**src/xmb_defines.svh**
```systemverilog
// Purpose: Shared constants of the external memory bus block.
// Assumes: One ref_clk period stands for one oscillator period.
// Notes: Phases count 0..5 within a six-period bus slot.
`ifndef XMB_DEFINES_SVH
`define XMB_DEFINES_SVH

// ==========================================
// Widths
`define XMB_AW 16
`define XMB_DW 8
`define XMB_PH_W 3

// ==========================================
// Slot timing, in phases of one slot
`define XMB_PH_FIRST 3'h0
`define XMB_PH_LAST 3'h5
`define XMB_ALE_END 3'h1
`define XMB_ADR_END 3'h1
`define XMB_PS_BEG 3'h2
`define XMB_PS_END 3'h4
`define XMB_RW_BEG 3'h1
`define XMB_RW_END 3'h4

// ==========================================
// Memory map and reset timing
`define XMB_INT_ROM_TOP 16'h1000
`define XMB_OSC_PER_CLK 1
`define XMB_MCYC_OSC 12
`define XMB_RST_MCYC 2
`define XMB_RST_CLKS (`XMB_MCYC_OSC * `XMB_RST_MCYC * `XMB_OSC_PER_CLK)

`endif

```
**src/xmb_pkg.sv**
```systemverilog
// Purpose: Types shared by the external memory bus block.
// Assumes: Widths come from xmb_defines.svh.
// Notes: Request and answer travel as packed structs.
`include "xmb_defines.svh"

package xmb_pkg;

   // ==========================================
   // Kinds of bus request
   typedef enum logic [1:0] {
      XMB_K_FETCH = 2'h0,
      XMB_K_READ = 2'h1,
      XMB_K_WRITE = 2'h2
   } xmb_kind_t;

   // Request from the core, held until taken
   typedef struct packed {
      logic valid;
      xmb_kind_t kind;
      logic [`XMB_AW-1:0] addr;
      logic [`XMB_DW-1:0] wdata;
   } xmb_req_t;

   // Answer to the core, one-cycle pulse
   typedef struct packed {
      logic valid;
      logic internal;
      logic [`XMB_DW-1:0] rdata;
   } xmb_rsp_t;

   // ==========================================
   // Slot kinds, one-hot
   typedef enum logic [3:0] {
      XMB_ST_IDLE = 4'h1,
      XMB_ST_FETCH = 4'h2,
      XMB_ST_DADDR = 4'h4,
      XMB_ST_DXFER = 4'h8
   } xmb_state_t;

endpackage : xmb_pkg

```
**src/xmb_bus_ctrl.sv**
```systemverilog
// What this block does
// Port 0 carries low address, then data.
// Port 2 carries high address every access.
// ALE each six periods, skipped in data transfer.
// Outside latch holds low address from ALE.
// Program strobe each external fetch slot only.
// Program strobe stays high for internal code.
// Select high: below 4096 internal, else external.
// Select low: all fetches go external.
// Write drives data and pulses write strobe.
// Read pulses read strobe; memory drives port.
// Reset pin high two machine cycles resets.
// Read/write strobes need their port latch at 1.
// Data space spans 64K over two ports.
// Program space spans 64K over two ports.
// Strobes of fetch and data never overlap.
//
// Purpose: External program and data memory bus controller.
// Assumes: One ref_clk period is one oscillator period.
// Notes: Every slot lasts six periods; a data access takes two.
`timescale 1ns/100ps
`include "xmb_defines.svh"

module xmb_bus_ctrl #(
   parameter int AW = `XMB_AW,
   parameter int DW = `XMB_DW
) (
   input wire logic ref_clk,
   input wire logic reset,
   input wire logic rst_pin,
   input wire logic ext_access_select,
   input wire logic p3_rd_latch,
   input wire logic p3_wr_latch,
   input wire xmb_pkg::xmb_req_t core_req,
   output logic req_taken,
   output xmb_pkg::xmb_rsp_t core_rsp,
   output logic core_reset,
   output logic [DW-1:0] p0_out,
   output logic p0_oe,
   input wire logic [DW-1:0] p0_in,
   output logic [AW-DW-1:0] p2_out,
   output logic ale,
   output logic prog_store_strobe_n,
   output logic rd_n,
   output logic wr_n
);
   import xmb_pkg::*;

   // ==========================================
   // Elaboration checks
   generate
      if (AW != `XMB_AW || DW != `XMB_DW) begin : g_bad
         $error("Bus widths must match the packed request types");
      end
   endgenerate

   // ==========================================
   // Helpers

   // True while phase ph lies in lo..hi
   function automatic logic in_win(
      input logic [`XMB_PH_W-1:0] ph,
      input logic [`XMB_PH_W-1:0] lo,
      input logic [`XMB_PH_W-1:0] hi
   );
      in_win = (ph >= lo) && (ph <= hi);
   endfunction : in_win

   // Fetch must leave the chip for this address
   function automatic logic fetch_ext(
      input logic sel,
      input logic [AW-1:0] a
   );
      fetch_ext = !sel || (a >= `XMB_INT_ROM_TOP);
   endfunction : fetch_ext

   // ==========================================
   // Declarations
   logic bus_rst; // Qualified reset from pin
   logic ea_s; // Synchronised access select
   logic [DW-1:0] p0_s; // Synchronised port 0 input
   xmb_state_t state_r; // Current slot kind
   xmb_state_t state_nxt;
   logic [`XMB_PH_W-1:0] phase_r; // Phase within slot
   logic [`XMB_PH_W-1:0] phase_nxt;
   xmb_req_t cur_r; // Request being served
   xmb_req_t cur_nxt;
   logic ext_r; // Current fetch goes off chip
   logic ext_nxt;
   logic take; // Request taken this cycle
   logic slot_end; // Last phase of a slot
   logic ale_nxt;
   logic prog_store_strobe_n_n_nxt;
   logic rd_n_nxt;
   logic wr_n_nxt;
   logic p0_oe_nxt;
   logic [DW-1:0] p0_out_nxt;
   logic [AW-DW-1:0] p2_nxt;
   xmb_rsp_t rsp_nxt;

   // ==========================================
   // Pin qualification

   // Reset pin must stand high long enough
   xmb_rst_filter u_rst (
      .ref_clk(ref_clk),
      .reset(reset),
      .rst_pin(rst_pin),
      .hold_r(bus_rst)
   );

   // Select pin may change at any time
   xmb_sync2 #(.W(1)) u_ea (
      .ref_clk(ref_clk),
      .reset(reset),
      .d(ext_access_select),
      .q(ea_s)
   );

   // Port 0 read data; two flops of latency fit the slot
   xmb_sync2 #(.W(DW)) u_p0 (
      .ref_clk(ref_clk),
      .reset(reset),
      .d(p0_in),
      .q(p0_s)
   );

   // Core sees the same qualified reset
   assign core_reset = bus_rst;

   // ==========================================
   // Slot sequencing

   // Choose next slot at the end of each slot
   always_comb begin
      slot_end = (phase_r == `XMB_PH_LAST);
      phase_nxt = slot_end ? `XMB_PH_FIRST : phase_r + 3'h1;
      state_nxt = state_r;
      cur_nxt = cur_r;
      ext_nxt = ext_r;
      take = 1'b0;
      if (slot_end) begin
         if (state_r == XMB_ST_DADDR) begin
            // Address slot is always followed by its transfer
            state_nxt = XMB_ST_DXFER;
         end else if (core_req.valid) begin
            take = 1'b1;
            cur_nxt = core_req;
            case (core_req.kind)
               XMB_K_FETCH: begin
                  state_nxt = XMB_ST_FETCH;
                  ext_nxt = fetch_ext(ea_s, core_req.addr);
               end
               XMB_K_READ, XMB_K_WRITE: begin
                  state_nxt = XMB_ST_DADDR;
                  ext_nxt = 1'b0;
               end
               default: begin
                  // Unknown kind is dropped as an idle slot
                  state_nxt = XMB_ST_IDLE;
                  ext_nxt = 1'b0;
               end
            endcase
         end else begin
            state_nxt = XMB_ST_IDLE;
            ext_nxt = 1'b0;
         end
      end
   end

   // ==========================================
   // Pin values for the coming cycle

   // Decoded from next slot and phase, so pins are registered
   always_comb begin
      ale_nxt = 1'b0;
      prog_store_strobe_n_n_nxt = 1'b1;
      // Latch bit at 0 holds its pin low outside strobes too
      rd_n_nxt = p3_rd_latch;
      wr_n_nxt = p3_wr_latch;
      p0_oe_nxt = 1'b0;
      p0_out_nxt = '0;
      p2_nxt = p2_out;
      case (state_nxt)
         XMB_ST_IDLE: begin
            // Latch pulse keeps its rhythm when bus is quiet
            ale_nxt = in_win(phase_nxt, `XMB_PH_FIRST,
                             `XMB_ALE_END);
         end
         XMB_ST_FETCH: begin
            ale_nxt = in_win(phase_nxt, `XMB_PH_FIRST,
                             `XMB_ALE_END);
            p2_nxt = cur_nxt.addr[AW-1:DW];
            if (in_win(phase_nxt, `XMB_PH_FIRST, `XMB_ADR_END)) begin
               p0_oe_nxt = 1'b1;
               p0_out_nxt = cur_nxt.addr[DW-1:0];
            end
            // Strobe only after address is off port 0
            prog_store_strobe_n_n_nxt = !(ext_nxt && in_win(phase_nxt,
                           `XMB_PS_BEG, `XMB_PS_END));
         end
         XMB_ST_DADDR: begin
            ale_nxt = in_win(phase_nxt, `XMB_PH_FIRST,
                             `XMB_ALE_END);
            p2_nxt = cur_nxt.addr[AW-1:DW];
            if (in_win(phase_nxt, `XMB_PH_FIRST, `XMB_ADR_END)) begin
               p0_oe_nxt = 1'b1;
               p0_out_nxt = cur_nxt.addr[DW-1:0];
            end
         end
         XMB_ST_DXFER: begin
            // No latch pulse: the outside latch must keep address
            p2_nxt = cur_nxt.addr[AW-1:DW];
            if (cur_nxt.kind == XMB_K_WRITE) begin
               p0_oe_nxt = 1'b1;
               p0_out_nxt = cur_nxt.wdata;
               // Port latch at 0 holds the pin low instead
               wr_n_nxt = p3_wr_latch ? !in_win(phase_nxt,
                          `XMB_RW_BEG, `XMB_RW_END) : 1'b0;
            end else begin
               rd_n_nxt = p3_rd_latch ? !in_win(phase_nxt,
                          `XMB_RW_BEG, `XMB_RW_END) : 1'b0;
            end
            // Program strobe stays high in this slot
            prog_store_strobe_n_n_nxt = 1'b1;
         end
         default: begin
            // Illegal code: leave every strobe idle
            ale_nxt = 1'b0;
         end
      endcase
   end

   // ==========================================
   // Answer to the core

   // Port 0 is taken at the slot end through two flops, so the byte is from phase 3, strobe low
   always_comb begin
      rsp_nxt = '0;
      if (slot_end) begin
         case (state_r)
            XMB_ST_FETCH: begin
               rsp_nxt.valid = 1'b1;
               rsp_nxt.internal = !ext_r;
               rsp_nxt.rdata = ext_r ? p0_s : '0;
            end
            XMB_ST_DXFER: begin
               rsp_nxt.valid = 1'b1;
               if (cur_r.kind == XMB_K_READ) begin
                  rsp_nxt.rdata = p0_s;
               end
            end
            default: begin
               rsp_nxt.valid = 1'b0;
            end
         endcase
      end
   end

   // ==========================================
   // Sequencer state
   always_ff @(posedge ref_clk or posedge reset) begin
      if (reset) begin
         state_r <= XMB_ST_IDLE;
         // Slot end first, so the first latch pulse is full width
         phase_r <= `XMB_PH_LAST;
         cur_r <= '0;
         ext_r <= 1'b0;
      end else if (bus_rst) begin
         state_r <= XMB_ST_IDLE;
         phase_r <= `XMB_PH_LAST;
         cur_r <= '0;
         ext_r <= 1'b0;
      end else begin
         state_r <= state_nxt;
         phase_r <= phase_nxt;
         cur_r <= cur_nxt;
         ext_r <= ext_nxt;
      end
   end

   // ==========================================
   // Bus pins, all registered
   always_ff @(posedge ref_clk or posedge reset) begin
      if (reset) begin
         ale <= 1'b0;
         prog_store_strobe_n <= 1'b1;
         rd_n <= 1'b1;
         wr_n <= 1'b1;
         p0_oe <= 1'b0;
         p0_out <= '0;
         p2_out <= '0;
      end else if (bus_rst) begin
         ale <= 1'b0;
         prog_store_strobe_n <= 1'b1;
         rd_n <= 1'b1;
         wr_n <= 1'b1;
         p0_oe <= 1'b0;
         p0_out <= '0;
         p2_out <= '0;
      end else begin
         ale <= ale_nxt;
         prog_store_strobe_n <= prog_store_strobe_n_n_nxt;
         rd_n <= rd_n_nxt;
         wr_n <= wr_n_nxt;
         p0_oe <= p0_oe_nxt;
         p0_out <= p0_out_nxt;
         p2_out <= p2_nxt;
      end
   end

   // ==========================================
   // Core handshake, one-cycle pulses
   always_ff @(posedge ref_clk or posedge reset) begin
      if (reset) begin
         req_taken <= 1'b0;
         core_rsp <= '0;
      end else if (bus_rst) begin
         req_taken <= 1'b0;
         core_rsp <= '0;
      end else begin
         req_taken <= take;
         core_rsp <= rsp_nxt;
      end
   end

endmodule : xmb_bus_ctrl

```
**src/xmb_sync2.sv**
```systemverilog
// Purpose: Two-flop synchroniser for pin inputs.
// Assumes: Inputs are asynchronous to ref_clk.
// Notes: The first stage feeds only the second.
`timescale 1ns/100ps

module xmb_sync2 #(
   parameter int W = 1
) (
   input wire logic ref_clk,
   input wire logic reset,
   input wire logic [W-1:0] d,
   output logic [W-1:0] q
);

   logic [W-1:0] meta_r; // First stage, read by q only

   // ==========================================
   // Two stages
   always_ff @(posedge ref_clk or posedge reset) begin
      if (reset) begin
         meta_r <= '0;
         q <= '0;
      end else begin
         meta_r <= d;
         q <= meta_r;
      end
   end

endmodule : xmb_sync2

```
**src/xmb_rst_filter.sv**
```systemverilog
// Purpose: Qualifies the reset pin over two machine cycles.
// Assumes: Oscillator runs, so ref_clk toggles.
// Notes: Short glitches on the pin never reset the bus.
`timescale 1ns/100ps
`include "xmb_defines.svh"

module xmb_rst_filter #(
   parameter int HOLD_CLKS = `XMB_RST_CLKS
) (
   input wire logic ref_clk,
   input wire logic reset,
   input wire logic rst_pin,
   output logic hold_r
);

   localparam int CW = $clog2(HOLD_CLKS + 1);

   logic pin_s; // Synchronised pin level
   logic [CW-1:0] cnt_r; // Cycles the pin has stood high

   generate
      if (HOLD_CLKS < 1) begin : g_bad
         $error("HOLD_CLKS must be at least one");
      end
   endgenerate

   xmb_sync2 #(.W(1)) u_sync (
      .ref_clk(ref_clk),
      .reset(reset),
      .d(rst_pin),
      .q(pin_s)
   );

   // ==========================================
   // Count high cycles; release as soon as pin drops
   always_ff @(posedge ref_clk or posedge reset) begin
      if (reset) begin
         cnt_r <= '0;
         hold_r <= 1'b0;
      end else if (!pin_s) begin
         cnt_r <= '0;
         hold_r <= 1'b0;
      end else if (cnt_r != CW'(HOLD_CLKS)) begin
         cnt_r <= cnt_r + CW'(1);
      end else begin
         hold_r <= 1'b1;
      end
   end

endmodule : xmb_rst_filter

```
**config.mk**
```make
export PLATFORM = sky130hd
export DESIGN_NAME = xmb_bus_ctrl
export DESIGN_NICKNAME = d
export VERILOG_FILES = /design/src/xmb_pkg.sv /design/src/xmb_bus_ctrl.sv /design/src/xmb_sync2.sv /design/src/xmb_rst_filter.sv
export VERILOG_INCLUDE_DIRS = /design/src
export SDC_FILE = /design/constraint.sdc
export NUM_CORES = 1
export LEC_CHECK = 0
export ABC_AREA = 1
export BUFFER_PORTS_ARGS = -buffer_cell sky130_fd_sc_hd__buf_2
export CORE_ASPECT_RATIO = 1.1
export CORE_MARGIN = 5
export CORE_UTILIZATION = 50
export CTS_CLUSTER_DIAMETER = 60
export DETAILED_ROUTE_END_ITERATION = 8
export GPL_TIMING_DRIVEN = 0
export PLACE_DENSITY = 0.75
export SETUP_SLACK_MARGIN = 0.02
export SYNTH_ARGS = -nofsm -noshare
export SYNTH_HDL_FRONTEND = slang
export SYNTH_HIERARCHICAL = 1
export SYNTH_SLANG_ARGS = --single-unit
```
**constraint.sdc**
```tcl
create_clock -name ref_clk -period 4 [get_ports ref_clk]
set_input_delay 0.6 -clock ref_clk [delete_from_list [all_inputs] [get_ports ref_clk]]
set_output_delay 0.6 -clock ref_clk [all_outputs]
set_load 0.05 [all_outputs]
```
==> out/summary.txt <==
Worst R2R Setup Slack - 2.09 ns
Post-CTS Resized - 0
RSZ-0062 raised after global routing - false
Worst-skew pair later-pin latency - 0.36 ns
First-pass GRT wire length - 13700 um
First-pass iteration count of the detailed router - 4
Non-Filler Instances - 606
Worst setup EP type - flop
CTS root buffer - clkbuf_8
Wire length per cell - 13.2 um
Slew HR - 51.3%
Tmin final - 1.91 ns
Req. time, crit path - 4.24 ns
DRC viols - 0
Pwr Density - 467 nW/um^2
Port bufs - 73
Post-synthesis instance total - 411
Iter 0 DRT Violations - 100
Syn_area_per_cell - 9.40 sq um
CP startpoint - phase_r[2]
Final instance area - 4590 sq um
HP Class - primary input to async pin
Clock tree buffer depth - 2
Total GRT Usage - 18.6%
Vias - 2901
Leak Pwr - 0.00239 uW
Max Freq - 0.523 GHz
Least-Margin Pin Slew - 0.729 ns
Initial antenna violation count - 0
Capturing point of the worst reg2reg path - p2_out[4]
Layout net count - 542
Arr. time, crit path - 2.16 ns
Largest net degree at the start of global routing - 35
Final setup viols - 0
Inserted Clock Buffers - 9
Core Footprint - 7510 sq um
Yosys cell types - 34
Count of warnings emitted by yosys - 6
CTS Hold Buffers Added - 0
Height of the die - 102 um
Vias in the first global route - 2935
CTS H-tree lvls - 3
Placed wire-length estimate - 5920 um
VDD IR max - 0.380 mV
CP Launch Type - flop
Slew Limit Fails - 0
Clk sinks - 92
Final worst-path cycle share - 47.8%
Placement Cell Area - 4380 sq um
Post-CTS setup buffer count - 0
Crit path max fanout - 9
Starting density of the core - 51.4%
Cell Count Post-Placement - 590
Num ports - 74
Synthesized area - 3860 sq um
Net Count, Synth - 457
Final hold violation count - 0
Share of layout cells above drive strength 1 - 25.3%
Grt total ovfl - 0
Share of the yosys chip area belonging to registers - 59.8%
Layout area overhead - 18.9%
FP Rows - 33
Worst Skew - 0.0121 ns
Antenna diode count - 0
Drt total wl - 8000 um
Routed vias/inst - 4.79
Gpl congestion - 0.808
CTS tree - yes
DIE WIDTH - 93.8 um
FF-to-FF Start - phase_r[2]
Setup TNS - 0 ns
Crit Path Category - flop to flop
#FFs+latches synth - 92
Worst-path clk slew - 0.10 ns
Maxcap violations - 0
DRT antenna net count - 0
Reg2Reg Depth - 9
Crit path to - p2_out[4]
Die area - 9580 sq um
Outcome - finished clean
==> final cells by class <==
cell class,count,area (sq um)
repair buffers,74,385
well taps,105,131
flip-flops and latches,92,2310
clock buffers,9,124
fillers,649,2920
plain buffers,11,78.8
clock inverters,7,90.1
multi-input cells,264,1310
inverters,44,168
==> cells in the final DEF, fill, tap and decap left out, types with 2 or more instances in the layout <==
| cell | instances |
|---|---|
| a21oi_1 | 19 |
| buf_2 | 73 |
| buf_6 | 3 |
| clkbuf_1 | 5 |
| clkbuf_8 | 9 |
| dfrtp_1 | 86 |
| dfstp_2 | 6 |
| ha_1 | 5 |
| inv_1 | 42 |
| inv_6 | 2 |
| inv_8 | 3 |
| nand2_1 | 94 |
| nand2_2 | 9 |
| nand3_1 | 16 |
| nand3b_1 | 4 |
| nand4_1 | 10 |
| nor2_1 | 61 |
| nor2_8 | 2 |
| nor3_1 | 2 |
| nor3b_1 | 2 |
| o21ai_0 | 4 |
| o21ai_1 | 17 |
| o21ai_2 | 5 |
| or2_0 | 3 |
| or2_2 | 2 |
==> critical path, stage by stage (launching register included) <==
cell     delay (ns)
dfstp_2        0.60
nand2_2        0.12
nor2_8         0.17
nand2_2        0.09
nand2_1        0.11
nor2_1         0.09
o21ai_4        0.33
nand2_4        0.14
nand2_1        0.09
nand2_1        0.06
==> state kept, by name, indices dropped and copies added (netlist names), 3 cells and up <==
register	flops
state_r	4
u_p0/q	8
phase_r	3
p2_out	8
u_rst/cnt_r	5
cur_r	26
p0_out	8
core_rsp	10
u_p0/meta_r	8
==> metal layers <==
layer	up-vias	wire, um	track usage [%]
met2	86	3820	29.7
met5	-	0	0
li1	1461	-	-
met4	0	107	8.22
met3	8	593	4.64
met1	1346	3480	24.1
==> power breakdown <==
part           leakage, uW  internal [uW]  total, uW  switching [uW]
logic              0.00116            112        418             306
registers          0.00113           1020       1070            42.6
clock network     0.000110            307        660             353
==> worst min path at each step <==
stage               cells after the start             endpoint
CTS                                     2  u_rst/u_sync/meta_r
floorplan                               0               u_ea/q
global route                            2  u_rst/u_sync/meta_r
finish                                  2  u_rst/u_sync/meta_r
detailed placement                      0            u_p0/q[4]
global placement                        0            u_p0/q[4]
==> kinds of logic (layout without fill, tap and decap cells) <==
group | Yosys count | count (layout) | synth area share, %
simple gates | 211 | 211 | 25.1
compound gates | 48 | 48 | 7.09
fa+ha+maj | 5 | 5 | 1.62
flops | 92 | 92 | 59.8
buf+inv | 55 | 145 | 6.38
==> Yosys cell counts (all sizes together) <==
library cell | n | share of area [%]
nand2 | 104 | 11
dfrtp | 86 | 56
nor2 | 65 | 7.4
inv | 44 | 4.3
o21ai | 27 | 4.3
a21oi | 19 | 2.5
nand3 | 18 | 2.8
nand4 | 10 | 1.6
buf | 6 | 1.6
dfstp | 6 | 4.1
or2 | 6 | 0.97
clkbuf | 5 | 0.49
ha | 5 | 1.6
nand3b | 4 | 0.78
nor3 | 2 | 0.26
nor3b | 2 | 0.39
o22ai | 1 | 0.16
o31ai | 1 | 0.19
==> stage by stage <==
| stage | hold slack (ns) | worst slack, ns | utilization [%] | power [uW] |
|---|---|---|---|---|
| 6_report | 0.121 | 2.09 | 61.1 | 2140 |
| 5_1_grt | 0.119 | 1.85 | 61.1 | 2250 |
| 4_1_cts | 0.101 | 2.08 | 61.1 | 2170 |
| 3_5_place_dp | 0.335 | 1.79 | 58.3 | 1500 |
| 3_3_place_gp | 0.332 | 0.958 | 58.0 | 1490 |
| 2_1_floorplan | 0.331 | 1.76 | - | 1390 |
No activity file was read; power rests on OpenSTA's default activity.
